$ cat src/hdl/dswap_pkg.sv
// shared constants and types of the debug serial word access port
package dswap_pkg;
    localparam int CMD_W = 8;
    localparam int WORD_W = 16;
    localparam logic [7:0] CMD_WRITE = 8'h02;
    localparam logic [7:0] CMD_READ = 8'h03;
    localparam logic [4:0] BITCNT_RST = 5'h00;
    localparam logic [1:0] RSTCNT_MAX = 2'h2;
    localparam int FIFO_DEPTH = 8;

    typedef enum logic [2:0] {
        DSWAP_IDLE = 3'b000,
        DSWAP_CMD = 3'b001,
        DSWAP_ADDR = 3'b011,
        DSWAP_WDATA = 3'b010,
        DSWAP_RDATA = 3'b110,
        DSWAP_IGNORE = 3'b111
    } dswap_state_t;

    // write request toward the device memory
    typedef struct packed {
        logic [15:0] addr;
        logic [15:0] data;
    } dswap_wr_t;

    // read request: strobe and address
    typedef struct packed {
        logic req;
        logic [15:0] addr;
    } dswap_rd_t;
endpackage : dswap_pkg

$ cat src/hdl/dswap_port.sv
// debug serial word access port with its write fifo
`timescale 1ns/1ps
// Notes on behaviour
// - select high resets transaction at once, no clocks needed
// - first eight bits are the command
// - next sixteen bits are start address
// - then sixteen bit data words follow
// - input sampled on serial clock rise
// - output changes on serial clock fall
// - each further word advances address by one
// - command 02 writes first data word
// - later write words go to next locations
// - command 03 reads the given address
// - read sends check word, then data
// - check word is command, address high byte
// - reads continue sequentially while selected
// - deselected output: 0 running, 1 stopped

// ------------------------------------------------------------
// fifo
// ------------------------------------------------------------
module dswap_fifo #(
    parameter int WIDTH = 32,
    parameter int DEPTH = 8
) (
    input wire logic mclk,
    input wire logic sys_rst,
    input wire logic in_valid,
    output logic in_ready,
    input wire logic [WIDTH-1:0] in_data,
    output logic out_valid,
    input wire logic out_ready,
    output logic [WIDTH-1:0] out_data
);
    localparam int AW = $clog2(DEPTH);
    // full and empty share one wrap-bit compare, so powers of two only
    localparam logic [AW:0] FILL_MAX = DEPTH[AW:0];
    if (DEPTH < 2 || (1 << AW) != DEPTH) begin : g_bad_depth
        $error("fifo depth must be a power of two");
    end
    typedef struct packed {
        logic [AW:0] wp;
        logic [AW:0] rp;
    } dswap_fifo_st_t;
    dswap_fifo_st_t s_r, s_nxt;
    logic [WIDTH-1:0] mem_r [DEPTH];
    logic full, empty;

    assign empty = s_r.wp == s_r.rp;
    assign full = (s_r.wp[AW-1:0] == s_r.rp[AW-1:0]) && !empty;
    assign in_ready = !full;
    assign out_valid = !empty;
    assign out_data = mem_r[s_r.rp[AW-1:0]];

    always_comb begin
        s_nxt = s_r;
        if (in_valid && !full) begin
            s_nxt.wp = s_r.wp + 1'b1;
        end
        if (out_ready && !empty) begin
            s_nxt.rp = s_r.rp + 1'b1;
        end
    end

    always_ff @(posedge mclk) begin
        if (sys_rst) begin
            s_r <= '0;
        end else begin
            s_r <= s_nxt;
        end
        if (in_valid && !full) begin
            mem_r[s_r.wp[AW-1:0]] <= in_data;
        end
    end

    // ------------------------------------------------------------
    // checks
    // ------------------------------------------------------------
    a_fifo_count: assert property (
        @(posedge mclk) disable iff (sys_rst)
        s_r.wp - s_r.rp <= FILL_MAX)
        else $error("fifo holds more than its depth");
    a_fifo_hold: assert property (
        @(posedge mclk) disable iff (sys_rst)
        out_valid && !out_ready |=> out_valid && $stable(out_data))
        else $error("fifo head moved without a read");
endmodule : dswap_fifo

// ------------------------------------------------------------
// serial engine
// ------------------------------------------------------------
module dswap_port #(
    parameter int FIFO_D = dswap_pkg::FIFO_DEPTH
) (
    input wire logic mclk,
    input wire logic sys_rst,
    input wire logic spi_clk,
    input wire logic spi_sel_n,
    input wire logic spi_mosi,
    output logic spi_miso,
    input wire logic cpu_stopped,
    output logic wr_valid,
    input wire logic wr_ready,
    output dswap_pkg::dswap_wr_t wr_out,
    output dswap_pkg::dswap_rd_t rd_out,
    input wire logic [15:0] rd_data
);
    import dswap_pkg::*;

    typedef struct packed {
        logic [1:0] clk_s;
        logic [1:0] sel_s;
        logic [1:0] mosi_s;
        logic clk_d;
        dswap_state_t st;
        logic [4:0] bits;
        logic [1:0] hicnt;
        logic [7:0] cmd;
        logic [15:0] addr;
        logic [15:0] sh_in;
        logic [15:0] sh_out;
        logic miso;
        dswap_rd_t rd;
    } dswap_st_t;

    dswap_st_t s_r, s_nxt;
    logic rise, fall, sel_n, mosi;
    logic fifo_in_valid, fifo_in_ready;
    dswap_wr_t fifo_in;
    dswap_wr_t fifo_out;
    logic fifo_out_valid;

    // pins are asynchronous; only the second stage feeds logic
    assign rise = s_r.clk_s[1] && !s_r.clk_d;
    assign fall = !s_r.clk_s[1] && s_r.clk_d;
    assign sel_n = s_r.sel_s[1];
    assign mosi = s_r.mosi_s[1];

    always_comb begin
        s_nxt = s_r;
        fifo_in_valid = 1'b0;
        fifo_in = '{addr: s_r.addr, data: {s_r.sh_in[14:0], mosi}};
        s_nxt.clk_s = {s_r.clk_s[0], spi_clk};
        s_nxt.sel_s = {s_r.sel_s[0], spi_sel_n};
        s_nxt.mosi_s = {s_r.mosi_s[0], spi_mosi};
        s_nxt.clk_d = s_r.clk_s[1];
        s_nxt.rd.req = 1'b0;
        if (sel_n) begin
            // deselected: idle level shows processor state
            s_nxt.miso = cpu_stopped;
            if (rise && s_r.hicnt != RSTCNT_MAX) begin
                s_nxt.hicnt = s_r.hicnt + 2'h1;
            end
            if (rise && s_r.hicnt + 2'h1 >= RSTCNT_MAX) begin
                s_nxt.st = DSWAP_IDLE;
            end
            if (s_r.st != DSWAP_IDLE) begin
                s_nxt.st = DSWAP_IDLE;
            end
            s_nxt.bits = BITCNT_RST;
        end else begin
            s_nxt.hicnt = 2'h0;
            if (s_r.st == DSWAP_IDLE) begin
                s_nxt.st = DSWAP_CMD;
                s_nxt.bits = BITCNT_RST;
            end
            if (rise && s_r.st != DSWAP_IDLE) begin
                // msb first on the way in
                s_nxt.sh_in = {s_r.sh_in[14:0], mosi};
                s_nxt.bits = s_r.bits + 5'h01;
                unique case (s_r.st)
                    DSWAP_CMD: begin
                        if (s_r.bits == 5'(CMD_W - 1)) begin
                            s_nxt.cmd = {s_r.sh_in[6:0], mosi};
                            s_nxt.st = DSWAP_ADDR;
                            s_nxt.bits = BITCNT_RST;
                        end
                    end
                    DSWAP_ADDR: begin
                        if (s_r.bits == 5'(WORD_W - 1)) begin
                            s_nxt.addr = {s_r.sh_in[14:0], mosi};
                            s_nxt.bits = BITCNT_RST;
                            if (s_r.cmd == CMD_WRITE) begin
                                s_nxt.st = DSWAP_WDATA;
                            end else if (s_r.cmd == CMD_READ) begin
                                s_nxt.st = DSWAP_RDATA;
                                // check word first, then memory data
                                s_nxt.sh_out = {s_r.cmd,
                                    s_r.sh_in[14:7]};
                                s_nxt.rd = '{req: 1'b1,
                                    addr: {s_r.sh_in[14:0], mosi}};
                            end else begin
                                s_nxt.st = DSWAP_IGNORE;
                            end
                        end
                    end
                    DSWAP_WDATA: begin
                        if (s_r.bits == 5'(WORD_W - 1)) begin
                            // a full fifo drops the word; depth covers bursts
                            fifo_in_valid = 1'b1;
                            s_nxt.addr = s_r.addr + 16'h0001;
                            s_nxt.bits = BITCNT_RST;
                        end
                    end
                    DSWAP_RDATA: begin
                        if (s_r.bits == 5'(WORD_W - 1)) begin
                            // fetch runs one word ahead of the shifter
                            s_nxt.bits = BITCNT_RST;
                            s_nxt.sh_out = rd_data;
                            s_nxt.addr = s_r.addr + 16'h0001;
                            s_nxt.rd = '{req: 1'b1,
                                addr: s_r.addr + 16'h0001};
                        end
                    end
                    DSWAP_IGNORE: begin
                        s_nxt.bits = BITCNT_RST;
                    end
                    default: begin
                        s_nxt.st = DSWAP_IDLE;
                    end
                endcase
            end
            if (fall && s_r.st == DSWAP_RDATA) begin
                // msb first, updated on falling edge
                s_nxt.miso = s_r.sh_out[15];
                s_nxt.sh_out = {s_r.sh_out[14:0], 1'b0};
            end else if (s_r.st != DSWAP_RDATA) begin
                s_nxt.miso = 1'b0;
            end
        end
    end

    always_ff @(posedge mclk) begin
        if (sys_rst) begin
            s_r <= '0;
            s_r.sel_s <= 2'h3;
            s_r.st <= DSWAP_IDLE;
        end else begin
            s_r <= s_nxt;
        end
    end

    // ------------------------------------------------------------
    // outputs
    // ------------------------------------------------------------
    dswap_fifo #(.WIDTH($bits(dswap_wr_t)), .DEPTH(FIFO_D)) u_fifo (
        .mclk(mclk),
        .sys_rst(sys_rst),
        .in_valid(fifo_in_valid),
        .in_ready(fifo_in_ready),
        .in_data(fifo_in),
        .out_valid(fifo_out_valid),
        .out_ready(wr_ready || !wr_valid),
        .out_data(fifo_out)
    );

    // registered handoff keeps outputs flop driven
    always_ff @(posedge mclk) begin
        if (sys_rst) begin
            wr_valid <= 1'b0;
            wr_out <= '0;
        end else if (wr_ready || !wr_valid) begin
            wr_valid <= fifo_out_valid;
            wr_out <= fifo_out;
        end
    end

    assign spi_miso = s_r.miso;
    assign rd_out = s_r.rd;

    // ------------------------------------------------------------
    // checks
    // ------------------------------------------------------------
    a_idle_level: assert property (
        @(posedge mclk) disable iff (sys_rst)
        $past(sel_n) && sel_n && $past(sel_n, 2) && !$past(sys_rst)
            |-> spi_miso == $past(cpu_stopped))
        else $error("idle output level wrong");
    a_write_cmd: assert property (
        @(posedge mclk) disable iff (sys_rst)
        fifo_in_valid |-> s_r.cmd == CMD_WRITE
            && s_r.st == DSWAP_WDATA)
        else $error("write without write command");
    a_wr_no_read: assert property (
        @(posedge mclk) disable iff (sys_rst)
        s_r.st == DSWAP_WDATA |-> !s_r.rd.req)
        else $error("read request during a write");
    a_addr_step: assert property (
        @(posedge mclk) disable iff (sys_rst)
        fifo_in_valid |=> s_r.addr == $past(s_r.addr) + 16'h0001)
        else $error("address not advanced");
    a_wr_hold: assert property (
        @(posedge mclk) disable iff (sys_rst)
        wr_valid && !wr_ready |=> wr_valid && $stable(wr_out))
        else $error("write request dropped before accept");
    a_rd_first: assert property (
        @(posedge mclk) disable iff (sys_rst)
        s_r.st == DSWAP_ADDR && s_nxt.st == DSWAP_RDATA
            |=> s_r.rd.req && s_r.rd.addr == s_r.addr)
        else $error("read not requested at its address");
    a_check_word: assert property (
        @(posedge mclk) disable iff (sys_rst)
        s_r.st == DSWAP_ADDR && s_nxt.st == DSWAP_RDATA
            |=> s_r.sh_out[15:8] == CMD_READ
            && s_r.sh_out[7:0] == s_r.addr[15:8])
        else $error("check word lacks command");
    // memory gets a whole serial word to answer each request
    a_rd_load: assert property (
        @(posedge mclk) disable iff (sys_rst)
        !sel_n && rise && s_r.st == DSWAP_RDATA
            && s_r.bits == 5'(WORD_W - 1)
            |=> s_r.sh_out == $past(rd_data))
        else $error("read data not loaded at word end");
    a_rd_step: assert property (
        @(posedge mclk) disable iff (sys_rst)
        $past(s_r.st) == DSWAP_RDATA && s_r.rd.req
            |-> s_r.rd.addr == $past(s_r.addr) + 16'h0001)
        else $error("burst read address not advanced");
    a_rd_pulse: assert property (
        @(posedge mclk) disable iff (sys_rst)
        s_r.rd.req |=> !s_r.rd.req)
        else $error("read request longer than one cycle");
    a_sel_reset: assert property (
        @(posedge mclk) disable iff (sys_rst)
        sel_n && s_r.st != DSWAP_IDLE |=> s_r.st == DSWAP_IDLE)
        else $error("deselect did not reset");
    a_hi_clear: assert property (
        @(posedge mclk) disable iff (sys_rst)
        !sel_n |=> s_r.hicnt == 2'h0)
        else $error("reset count kept while selected");
    a_miso_fall: assert property (
        @(posedge mclk) disable iff (sys_rst)
        !sel_n && s_r.st == DSWAP_RDATA && !fall
            |=> $stable(spi_miso))
        else $error("output moved off falling edge");
    a_ignore_cmd: assert property (
        @(posedge mclk) disable iff (sys_rst)
        s_r.st == DSWAP_IGNORE |-> !fifo_in_valid && !s_r.rd.req)
        else $error("access on unknown command");
    a_cmd_bits: assert property (
        @(posedge mclk) disable iff (sys_rst)
        s_r.st == DSWAP_CMD |-> s_r.bits < 5'(CMD_W))
        else $error("command longer than eight bits");
    a_word_bits: assert property (
        @(posedge mclk) disable iff (sys_rst)
        s_r.bits < 5'(WORD_W))
        else $error("word longer than sixteen bits");

    // ------------------------------------------------------------
    // cover points
    // ------------------------------------------------------------
    c_write: cover property (@(posedge mclk) fifo_in_valid);
    c_read: cover property (@(posedge mclk) s_r.rd.req);
    c_ignore: cover property (@(posedge mclk) s_r.st == DSWAP_IGNORE);
    // a stalled sink overflows the fifo; that word is lost
    c_drop: cover property (@(posedge mclk) fifo_in_valid && !fifo_in_ready);
    c_burst_read: cover property (@(posedge mclk)
        s_r.rd.req && $past(s_r.st) == DSWAP_RDATA);
endmodule : dswap_port

$ cat config.mk
export PLATFORM = sky130hd
export DESIGN_NAME = dswap_port
export DESIGN_NICKNAME = d
export VERILOG_FILES = /design/src/hdl/dswap_pkg.sv /design/src/hdl/dswap_port.sv
export SDC_FILE = /design/constraint.sdc
export NUM_CORES = 1
export LEC_CHECK = 0
export ABC_CLOCK_PERIOD_IN_PS = 6300
export BUFFER_PORTS_ARGS = -buffer_cell sky130_fd_sc_hd__buf_2
export CORE_ASPECT_RATIO = 0.9
export CORE_MARGIN = 5
export CORE_UTILIZATION = 35
export CTS_BUF_LIST = sky130_fd_sc_hd__clkbuf_4 sky130_fd_sc_hd__clkbuf_8
export CTS_CLUSTER_SIZE = 25
export DETAILED_ROUTE_END_ITERATION = 10
export PLACE_DENSITY_LB_ADDON = 0.15
export SLEW_MARGIN = 25
export SYNTH_ARGS = -nofsm -noshare
export SYNTH_HDL_FRONTEND = slang
export SYNTH_SLANG_ARGS = --single-unit
$ cat constraint.sdc
create_clock -name mclk -period 6.3 [get_ports mclk]
set_input_delay 0 -clock mclk [delete_from_list [all_inputs] [get_ports mclk]]
set_output_delay 0 -clock mclk [all_outputs]
set_load 0.01 [all_outputs]
== Yosys cells after proc, flatten, opt, wreduce, memory -nomap -nowiden ==
Memory sizes are Yosys's and may differ from the RTL's. A register that Yosys moved wholly into a read port is not among the register bits.
Index checks and enable logic that the tools add are counted.

* $add $sub $neg: 5
* Order comparisons: 1
* Eq/ne operators: 23
* Multiplexer cells: 37
* Bitwise logic cells: 2
* Reductions and logical operators: 33

{| class="wikitable"
|+ Operators by type and width
! cell !! number
|-
| $mux W16 || 8
|-
| $mux W17 || 4
|-
| $pmux W16 S2 || 2
|-
| $pmux W17 S2 || 1
|-
| $mux W8 || 4
|-
| $pmux W5 S4 || 1
|-
| $add A16 B1 Y16 const B || 1
|-
| $eq A8 B2 Y1 const B || 2
|-
| $reduce_and A7 Y1 || 2
|-
| $ne A3 B3 Y1 const B || 4
|-
| $mux W1 || 10
|-
| $mux W10 || 1
|-
| $ne A2 B2 Y1 const B || 5
|-
| $logic_and A1 B1 Y1 || 9
|-
| $mux W3 || 3
|-
| $pmux W3 S3 || 1
|-
| $reduce_bool A3 Y1 || 3
|-
| $add A4 B1 Y4 const B || 2
|-
| $reduce_bool A2 Y1 || 4
|-
| $eq A3 B2 Y1 const B || 2
|-
| $eq A3 B3 Y1 const B || 2
|-
| $reduce_or A2 Y1 || 3
|-
| $reduce_or A3 Y1 || 2
|-
| $add A5 B1 Y5 const B || 1
|-
| 19 further kinds || 24
|}

* Flip-flop bits (word level): 99
* Memory bits (writable): 256
* Output and inout bits: 51
* Word-level logic and storage cells: 119
* Memories: 1

{| class="wikitable"
|+ Memory list
! name !! words !! width !! rd ports !! clocked after Yosys merged registers in !! write ports !! line !! RTL
|-
| u_fifo.mem_r || 8 || 32 || 1 || 1 || 1 || dswap_port.sv:46 || <nowiki>logic [WIDTH-1:0] mem_r [DEPTH];</nowiki>
|}

== Longest topological paths before layout ==
Gate-level depths: netlist of run 1.

* Depth in word-level cells: 8
* Depth in mapped cells: 10
* Gate-level depth less buffers: 8

== By module ==
Synthesis of run 1 repeated with hierarchy kept, for this count alone.

* Cells, all modules: 1148
* Area total of the unflattened synthesis: 16203.0 sq um

{| class="wikitable"
|+ By module, submodules not included
! module !! instances !! cells each !! area each (sq um) !! seq. area each (sq um)
|-
| dswap_fifo || 1 || 457 || 10314.9 || 7907.6
|-
| dswap_port || 1 || 691 || 5888.1 || 2422.3
|}

== Worst setup path after synthesis of run 1 ==
No wires, ideal clock.

* Kind: reg2reg
* Start: register s_r[76] in the netlist's numbering
* End: memory u_fifo.mem_r[4][0], enable pin
* Library setup time: 513 ps
* Data arrival time: 4952 ps
* Data required time: 5787 ps
* Setup slack: 835 ps
* Cell stages (with the launch flop): 8
* Path buffers: 0
* Period minus slack after synthesis: 5465 ps
* Cell sequence: dfxtp_1 > ha_1 > nand3_1 > inv_1 > ha_1 > nor4bb_1 > nand3b_1 > nor4b_1

* Word-level cells in the longest chain between the ends: 8

{| class="wikitable"
|+ Ends and longest elaborated chain
! what !! line !! RTL
|-
| start, declared || dswap_port.sv:126 || <nowiki>dswap_st_t s_r, s_nxt;</nowiki>
|-
| start signal, assigned || dswap_port.sv:239 || <nowiki>s_r <= s_nxt;</nowiki>
|-
| $eq A5 B4 Y1 || dswap_port.sv:198 || <nowiki>if (s_r.bits == 5'(WORD_W - 1)) begin</nowiki>
|-
| $mux W1 || dswap_port.sv:198 ||
|-
| $mux W1 || dswap_port.sv:171 || <nowiki>unique case (s_r.st)</nowiki>
|-
| $mux W1 || dswap_port.sv:167 || <nowiki>if (rise && s_r.st != DSWAP_IDLE) begin</nowiki>
|-
| $mux W1 || dswap_port.sv:148 || <nowiki>if (sel_n) begin</nowiki>
|-
| $logic_and A1 B1 Y1 || dswap_port.sv:71 || <nowiki>if (in_valid && !full) begin</nowiki>
|-
| $mux W1 || dswap_port.sv:71 ||
|-
| $mux W1 (not written as such) || dswap_port.sv:72 || <nowiki>mem_r[s_r.wp[AW-1:0]] <= in_data;</nowiki>
|-
| end, declared || dswap_port.sv:46 ||
|}

Every way passes these cells.

== Worst setup path after layout of run 1 ==
* Start: register s_r[76] in the netlist's numbering
* End: memory u_fifo.mem_r[4][14], enable pin

Same word-level chain as after synthesis.

==> flow_summary_export.csv, run 1 <==
group,metric,value,unit
outcome,status,"completed",
cells_and_area,nNetsFinal,1261,
place,port_buffers,73,
route,route.detailed.drc,0,
cells_and_area,antennaDiodeCount,0,
synthesis,synth_top_area_share,0.4771,
synthesis,synthSimpleGateAreaFrac,0.09544,
synthesis,synth_top_family_by_area,"multiplexers",
synthesis,synthXorXnorAreaFrac,0.005436,
synthesis,synth_mux_area_frac,0.1371,
power,power,5074,uW
clock_network,clk_pin_slew,0.06,ns
floorplanning,row_count,74,
setup_path,setup.worst_path.start_class,"register",
setup_path,cp_max_fo,32,
clock_network,cts-resized-gates,0,
setup_path,worstSetupPathType,"reg -> reg",
global_routing,grt_pass1_vias,9799,
synthesis,synth_nets,1179,
cells_and_area,instances_no_fill,1891,
clock_network,numCtsBuffers,68,
sta,fin_skew,0.02260,ns
clock_network,root_buffer,"clkbuf_8",
synthesis,synthCells,1149,
place,placed_cells,1747,
synthesis,ys_top_cells_by_area,"edfxtp_1 48%, dfxtp_1 16%, mux4_2 8.9%",
clock_network,insertion_delay,0.60,ns
synthesis,seq_area_frac_synth,0.6399,
clock_network,cts_sinks,387,
floorplanning,core,45460,um2
power,ir_drop,0.1361,mV
place,place.gp.congestion,0.7683,
global_routing,grt_max_degree,86,
synthesis,ys_ff_latch,387,
power,leakage,0.006127,uW
synthesis,synth_async_sr_flop_share,0,
synthesis,ys.flop_type,"edfxtp_1",
synthesis,synth_edf_count,256,
global_routing,grt_usage,0.1520,
route,post_drt_wl_per_cell,20.44,um
clock_network,post_cts_buffers,0,
global_routing,grt-ovfl-total,0,
setup_path,cp.required,6.52,ns
route,viasPerCell,5.204,
route,dr.pass1.iters,5,
sta,worstMarginPinSlew,1.006,ns
synthesis,yosysUniqueCellTypes,69,
sta,rsz0062_at_grt,"false",
synthesis,yosysMostFrequentCell,"edfxtp_1",
place,hpwl,22640,um
setup_path,critPathArrivalTime,3.52,ns
floorplanning,dieWidth,236.2,um
sta,finalCritPeriodShare,0.5226,
global_routing,grt_antenna_before_repair,1,
floorplanning,die_area,50430,um2
synthesis,synthTopCellsByCount,"256 x edfxtp_1, 131 x dfxtp_1, 82 x nor2_1",
sta,drv_slew,0,
synthesis,avgSynthCellArea,14.02,um2
clock_network,cts.path.max_buffers,3,
place,dpl_worst_slack,3.029,ns
setup_path,worst_setup_path_end_kind,"register",
global_routing,grt_pass1_wl,59360,um
cells_and_area,final_util,0.4079,
min_path,holdCritPathClass,"in -> reg",
job,maxCapViolCount,0,
sta,hold_violations,0,
sta,finalSetupTns,0,ns
synthesis,synth_adder_area_share,0.005436,
power,p_per_area,273.7,nW/um2
synthesis,synth_area_leader_cell,"edfxtp_1",
route,drt-initial-drc-count,777,
cells_and_area,syn_to_final_growth,15.08,%
sta,fin_crit,3.292,ns
sta,fmax,303.7,MHz
route,antenna_left,0,
sta,finalSetupViolCount,0,
sta,maxSlewHeadroom,0.3292,
synthesis,ys_warn_count,0,
clock_network,cts_tree,"yes",
route,vias,9840,
floorplanning,fp.dieH,213.5,um
synthesis,syn_area,16110,um2
clock_network,htreeDepth,3,
route,routed_wl,38650,um
cells_and_area,drive_above_1_share,0.2346,
synthesis,synth-compound-area-share,0.08457,
floorplanning,ios,74,
floorplanning,start_util,0.3544,
sta,setup_slack,3.008,ns
clock_network,postCtsHoldBufs,22,
## final timing paths
kind | startpoint | end | slack, ns | depth (start not counted)
worst max register to register | s_r[76] | u_fifo.mem_r[4][14] | 3.01 | 8
worst max-delay path | s_r[76] | u_fifo.mem_r[4][14] | 3.01 | 8
worst min-delay path | spi_sel_n | s_nxt[88] | 0.13 | 3
worst min register to register | s_nxt[88] | s_r[88] | 0.41 | 1
## metal layers
layer,up-vias,global-route usage,routed length [um]
li1,4589,-,-
met4,0,0.04398,944
met2,235,0.2395,17480
met3,68,0.03639,1772
met5,-,0,0
met1,4948,0.2127,18450
## registers in the layout, summed over array words and instances (netlist names)
register,cells
wr_out,32
rd_out,17
u_fifo.s_r,8
s_r,36
spi_miso,1
s_nxt,4
fifo_in,32
u_fifo.mem_r,256
wr_valid,1
## area by class of cell
type	count	area, um2
fill	4225	26920
sequential	387	10320
multi-input combinational	654	5336
clock buffer	109	1300
tap	608	760.7
timing repair buffer	114	730.7
clock inverter	13	75.07
inverter	6	22.52
## stage by stage
step	hold slack, ns	cell area (um2)
final	0.1300	18540
after global routing	0.1027	18540
after CTS	0.07490	18530
after detailed placement	0.1885	16940
after global placement	0.1923	16930
after floorplan	0.1038	16110
## critical path: stages, from the launching register on
cell	delay, ns
dfxtp_1	0.38
ha_1	0.24
nand3_1	0.13
inv_1	0.07
ha_1	0.26
nor4bb_1	0.66
nand3b_1	0.37
nor4b_2	0.33
buf_4	0.47
## power by group
| group | internal (uW) | switching, uW |
|---|---|---|
| clock | 1310 | 1010 |
| sequential | 2680 | 6.26 |
| combinational | 30.4 | 34.9 |
| total | 4020 | 1050 |
## kinds of logic after synthesis
family / count (synthesis)
xor+xnor: 10
mux: 140
simple gates: 293
flops: 387
buf+inv: 108
fa+ha+maj: 7
compound gates: 204
## placed cells by master, fill, tap and decap left out, types with 6 or more instances in the layout
| master | synthesis | routed |
|---|---|---|
| edfxtp_1 | 256 | 256 |
| dfxtp_1 | 131 | 128 |
| nor2_1 | 82 | 81 |
| clkbuf_8 | 0 | 77 |
| buf_2 | 17 | 72 |
| mux2i_1 | 70 | 70 |
| mux4_2 | 64 | 64 |
| nand2_1 | 59 | 59 |
| a21oi_1 | 59 | 59 |
| a211oi_1 | 40 | 40 |
| o21ai_0 | 34 | 34 |
| clkbuf_4 | 0 | 32 |
| nand2b_1 | 26 | 25 |
| dlygate4sd3_1 | 0 | 22 |
| buf_4 | 18 | 20 |
| nand3_1 | 18 | 18 |
| nor2b_1 | 17 | 17 |
| a211o_1 | 17 | 17 |
| nor3_1 | 16 | 15 |
| a311oi_1 | 12 | 12 |
| and2_1 | 11 | 11 |
| nand4_1 | 10 | 10 |
| nor4_1 | 11 | 10 |
| nand3b_1 | 8 | 8 |
| a22oi_1 | 8 | 8 |
| ha_1 | 7 | 7 |
| o21a_1 | 6 | 6 |
| a31oi_1 | 6 | 6 |
| inv_1 | 6 | 6 |
Power figures use the tool's default switching activity.
==> inputs of run 2 (changes only) <==
- ABC_AREA: not set -> 1
- ABC_CLOCK_PERIOD_IN_PS: 6300 -> 3400
- clock period: 6.3 -> 3.4 ns (I/O delays scaled with it)
==> flow_summary_export.csv, run 2 <==
group,metric,value,unit
clock_network,post_cts_buffers,0,
clock_network,root_buffer,"clkbuf_8",
cells_and_area,largest_reg_flops,256,
global_routing,grt_antenna_before_repair,2,
setup_path,cpMaxStageDelayCell,"buf_4",
place,place.gp.congestion,0.7922,
setup_path,rr_startpoint,"s_r[76]",
power,leakage,0.007121,uW
route,dr.pass1.iters,5,
global_routing,grt_max_degree,130,
place,port_buffers,73,
synthesis,seq_area_frac_synth,0.6369,
setup_path,cp.required,3.64,ns
synthesis,ys_ff_latch,385,
setup_path,critPathArrivalTime,3.14,ns
sta,fin_crit,2.901,ns
floorplanning,start_util,0.3547,
sta,drv_slew,0,
clock_network,cts.path.max_buffers,3,
sta,hold_violations,0,
cells_and_area,drive_above_1_share,0.1411,
setup_path,r2r_end,"u_fifo.mem_r[0][18]",
place,place_area,17050,um2
synthesis,yosysUniqueCellTypes,39,
clock_network,insertion_delay,0.61,ns
synthesis,synthTopCellsByCount,"307 x nand2_1, 256 x edfxtp_1, 197 x nor2_1",
setup_path,reg2reg_slack,0.50,ns
cells_and_area,final_cell_mix,"307 x nand2_1, 256 x edfxtp_1, 193 x nor2_1",
synthesis,synth_top_family_by_area,"simple AND/OR/NAND/NOR gates",
synthesis,synthCells,1643,
power,ir_drop,0.5033,mV
power,power,12070,uW
min_path,worst_hold_path.endpoint,"spi_miso",
synthesis,ys_top_cells_by_area,"edfxtp_1 48%, dfxtp_1 16%, nand2_1 7.1%",
synthesis,synthSimpleGateAreaFrac,0.1825,
setup_path,reg2reg_depth,9,
clock_network,cts_tree,"yes",
setup_path,cp_max_fo,32,
clock_network,clk_pin_slew,0.06,ns
route,route.detailed.drc,0,
synthesis,synth-compound-area-share,0.1129,
setup_path,setup.worst_path.start_class,"register",
cells_and_area,final_util,0.4121,
power,p_per_area,644.1,nW/um2
synthesis,yosysMostFrequentCell,"nand2_1",
sta,fin_skew,0.02779,ns
sta,finalCritPeriodShare,0.8532,
floorplanning,fp.dieH,213.6,um
synthesis,synth_mux_area_frac,0,
synthesis,synth_async_sr_flop_share,0,
floorplanning,core,45460,um2
clock_network,htreeDepth,3,
sta,fmax,344.7,MHz
synthesis,synth_top_area_share,0.4768,
global_routing,grt_pass1_wl,65960,um
synthesis,synthXorXnorAreaFrac,0.008148,
sta,rsz0062_at_grt,"false",
sta,finalSetupViolCount,0,
job,maxCapViolCount,0,
global_routing,grt-ovfl-total,0,
setup_path,worst_setup_path_end_kind,"register",
sta,holdWs,0.2563,ns
synthesis,synth_area_leader_cell,"edfxtp_1",
cells_and_area,nNetsFinal,1753,
synthesis,synth_adder_area_share,0.004656,
cells_and_area,postLayoutCellArea,18740,um2
global_routing,grt_usage,0.1651,
setup_path,max_stage_delay,0.43,ns
route,routed_wl,41960,um
min_path,worstHoldStart,"cpu_stopped",
sta,maxSlewHeadroom,0.3303,
sta,worstMarginPinSlew,1.004,ns
route,antenna_left,0,
synthesis,ys.flop_type,"edfxtp_1",
outcome,status,"completed",
synthesis,synth_edf_count,256,
place,hpwl,24790,um
clock_network,cts_sinks,385,
synthesis,synth_nets,1672,
synthesis,ys_warn_count,0,
floorplanning,ios,74,
global_routing,grt_pass1_vias,11699,
sta,finalSetupTns,0,ns
synthesis,syn_area,16120,um2
route,post_drt_wl_per_cell,17.57,um
min_path,holdCritPathClass,"in -> reg",
min_path,holdPathStages,4,
cells_and_area,layout_commonest_cell,"nand2_1",
clock_network,numCtsBuffers,68,
setup_path,worstPathCellList,"ha_1 > nand2_1 > nor2_1 > ha_1 > nand3_1 > nor3_2 > nand3_1 > nor2_4 > buf_4",
synthesis,avgSynthCellArea,9.814,um2
floorplanning,dieWidth,236.2,um
route,drt-initial-drc-count,785,
floorplanning,row_count,74,
setup_path,worstSetupPathType,"reg -> reg",
floorplanning,die_area,50470,um2
route,vias,11778,
cells_and_area,syn_to_final_growth,16.20,%
route,viasPerCell,4.932,
[run 2: changes by cell type in the layout (fill, tap and decap cells not counted), sizes merged, moves of 18 or more]
cell	delta
a211oi	-40
o22ai	+37
nand2b	-26
mux4	-64
mux2i	-70
a21oi	+21
nor2	+123
nand2	+251
nand3	+147
o21ai	+132
o21bai	+18
inv	+89
[run 2: worst max-delay path by stage]
stage | startpoint | endpoint | depth (start not counted)
2_1_floorplan | s_r[76] | u_fifo.mem_r[3][0] | 8
3_3_place_gp | s_r[76] | u_fifo.mem_r[0][22] | 9
3_5_place_dp | s_r[76] | u_fifo.mem_r[0][22] | 9
4_1_cts | s_r[76] | u_fifo.mem_r[0][14] | 9
5_1_grt | s_r[76] | u_fifo.mem_r[0][15] | 9
6_report | s_r[76] | u_fifo.mem_r[0][18] | 9
[run 2: worst max-delay path, delay by kind of cell, from the launching register on]
family	cells	cell delay, ns
simple gates	6	1.23
buf+inv	1	0.43
fa+ha+maj	2	0.45
flops	1	0.37
[run 2: report_power, final]
group	total [uW]	leakage [uW]	internal [uW]	switching, uW
clock	4460	0.000765	2560	1890
combinational	2400	0.00299	760	1640
sequential	5210	0.00336	5100	116
[run 2: per-stage QoR]
stage	setup slack, ns	std cells
detailed placement	0.5060	2237
floorplan	-0.7918	1643
global route	0.2749	2388
CTS	0.4930	2387
finish	0.4992	2388
global placement	0.5813	2237
[run 2: what timing repair did]
| action | CTS | global route |
|---|---|---|
| hold buffers | 25 | 0 |
| resized for setup | 0 | 0 |
| hold endpoints to repair | 57 | 0 |
[run 2: logic make-up after synthesis]
family | Yosys count
AND/OR/NAND/NOR | 698
flip-flops | 385
AO/OA/AOI/OAI | 331
buffers and inverters | 208
XOR/XNOR | 15
adder cells (fa/ha/maj) | 6
[run 2: routing by layer]
metal | GRT usage | vias to the layer above | part of all wire
met5 | 0 | - | 0
met1 | 0.2171 | 5670 | 0.46
li1 | - | 5803 | -
met4 | 0.04856 | 0 | 0.022
met2 | 0.2768 | 237 | 0.47
met3 | 0.03819 | 68 | 0.047
[run 2: area by class of cell]
class	count	area, um2
antenna	1	2.502
multi-input combinational	1050	5020
sequential	385	10280
clock buffer	108	1286
inverter	98	369.1
clock inverter	17	146.4
fill	4431	26720
tap	608	760.7
timing repair buffer	121	875.8
==> inputs of run 3 (changes only) <==
- ABC_CLOCK_PERIOD_IN_PS: 3400 -> 2900
- CAP_MARGIN: not set -> 20
- CTS_BUF_LIST: sky130_fd_sc_hd__clkbuf_4 sky130_fd_sc_hd__clkbuf_8 -> not set
- clock period: 3.4 -> 2.9 ns (I/O delays scaled with it)
==> flow_summary_export.csv, run 3 (synthesis results as in run 2) <==
group,metric,value,unit
power,intPower,10570,uW
setup_path,setup.worst_path.start_class,"register",
route,vias,11611,
global_routing,grt_pass1_vias,11347,
route,wl_met2,19390,um
setup_path,r2r_end,"u_fifo.mem_r[6][7]",
floorplanning,ios,74,
sta,fin_skew,0.008009,ns
sta,fin_crit,2.672,ns
cells_and_area,nFillCells,4407,
setup_path,cp_max_fo,32,
setup_path,crit_start,"s_r[76]",
cells_and_area,instances_no_fill,2350,
setup_path,reg2reg_depth,9,
clock_network,cts_sinks,385,
sta,rsz0062_at_grt,"false",
power,switching_power,4267,uW
sta,finalSetupViolCount,0,
global_routing,grt_usage,0.1629,
floorplanning,dieWidth,236.2,um
clock_network,numCtsBuffers,43,
route,topRoutingLayerUsed,"met4",
global_routing,grt-ovfl-total,0,
route,dr.pass1.iters,5,
cells_and_area,drive_above_1_share,0.1206,
place,place.gp.congestion,0.7922,
route,wl_met1,19040,um
cells_and_area,final_cell_mix,"306 x nand2_1, 256 x edfxtp_1, 193 x nor2_1",
job,maxCapViolCount,0,
floorplanning,row_count,74,
clock_network,insertion_delay,0.56,ns
sta,finalSetupTns,0,ns
route,viasPerCell,4.941,
cells_and_area,nNetsFinal,1736,
clock_network,root_buffer,"clkbuf_16",
route,post_drt_wl_per_cell,17.63,um
setup_path,cp.required,3.14,ns
cells_and_area,final_util,0.4177,
floorplanning,die_area,50470,um2
clock_network,clk_pin_slew,0.06,ns
sta,holdWs,0.1702,ns
floorplanning,start_util,0.3547,
floorplanning,core,45460,um2
sta,hold_violations,0,
sta,drv_slew,0,
place,port_buffers,73,
clock_network,post_cts_buffers,0,
power,p_per_area,781.3,nW/um2
min_path,worstHoldStart,"spi_sel_n",
route,met3_length,2275,um
global_routing,grt_max_degree,130,
setup_path,reg2reg_slack,0.23,ns
clock_network,cts.path.max_buffers,3,
power,ir_drop,0.7040,mV
setup_path,rr_startpoint,"s_r[76]",
setup_path,worstSetupPathType,"reg -> reg",
power,clockPowerShare,0.398,
sta,maxSlewHeadroom,0.3614,
outcome,status,"completed",
clock_network,cts_tree,"yes",
clock_network,htreeDepth,2,
power,p_seq_frac,0.410,
place,placed_cells,2246,
cells_and_area,layout_commonest_cell,"nand2_1",
power,leakage,0.007233,uW
min_path,holdCritPathClass,"in -> reg",
place,hpwl,24740,um
cells_and_area,largest_reg_flops,256,
route,antenna_left,0,
sta,worstMarginPinSlew,0.9579,ns
global_routing,grt_pass1_wl,65350,um
sta,fmax,374.2,MHz
route,routed_wl,41430,um
setup_path,worst_setup_path_end_kind,"register",
cells_and_area,antennaDiodeCount,0,
setup_path,critPathArrivalTime,2.91,ns
floorplanning,fp.dieH,213.6,um
setup_path,critical_path.endpoint,"u_fifo.mem_r[6][7]",
global_routing,grt_antenna_before_repair,1,
power,power,14830,uW
cells_and_area,syn_to_final_growth,17.76,%
route,route.detailed.drc,0,
sta,finalCritPeriodShare,0.9214,
power,p_comb_frac,0.192,
power,p_sw_frac,0.2877,
route,drt-initial-drc-count,873,
[run 3: cell count changes in the layout (fill, tap and decap cells not counted), sizes merged]
cell         before  now
buf              96  105
bufinv            2    8
clkbuf          108   61
clkinv           13   10
clkinvlp          2    1
diode             1    0
dlygate4sd3      25   24
[run 3: power groups by stage]
stage / sequential [uW] / clock, uW / combinational, uW
floorplan: 6250 / 0 / 1880
global placement: 6190 / 0 / 2840
detailed placement: 6200 / 0 / 2880
CTS: 6080 / 6060 / 2910
global route: 6100 / 6290 / 3250
finish: 6080 / 5910 / 2850
[run 3: how the worst min path moves through the flow]
stage	endpoint	slack, ns	depth (start not counted)
floorplan	s_nxt[88]	0.10	1
global placement	s_nxt[88]	0.19	2
detailed placement	s_nxt[88]	0.19	2
CTS	s_nxt[88]	0.14	3
global route	s_nxt[88]	0.18	3
finish	s_nxt[88]	0.17	3
[run 3: worst max-delay path, stage by stage (launching register included)]
cell     delay [ns]
dfxtp_1        0.38
ha_1           0.20
nand2_1        0.09
nor2_1         0.14
ha_1           0.27
nand3_1        0.15
nor3_4         0.30
nand3_2        0.28
nor3_4         0.23
buf_12         0.25
[run 3: timing repair]
action,CTS,global route
resized for setup,0,3
endpoints found under the hold margin,55,0
setup endpoints to repair,0,256
hold buffers,24,0
[run 3: area by class of cell]
class | instances | area (um2) | share of cell area
Multi-Input combinational cell | 1050 | 5059 | 0.2664
Inverter | 98 | 369.1 | 0.01944
Timing Repair Buffer | 129 | 970.9 | 0.05113
Clock inverter | 19 | 317.8 | 0.01674
Sequential cell | 385 | 10280 | 0.5412
Clock buffer | 61 | 1235 | 0.06504
Tap cell | 608 | 760.7 | 0.04006
[run 3: per-stage QoR]
stage | instance area (um2) | setup WS, ns
floorplan | 16170 | -0.4230
global placement | 17180 | 0.1497
detailed placement | 17180 | 0.02560
CTS | 18970 | 0.0005667
global route | 18990 | 0.05173
finish | 18990 | 0.2279
[run 3: metal layers]
metal | vias to the layer above | track usage
li1 | 5755 | -
met5 | - | 0
met2 | 233 | 0.2735
met1 | 5570 | 0.2188
met3 | 53 | 0.03665
met4 | 0 | 0.03741
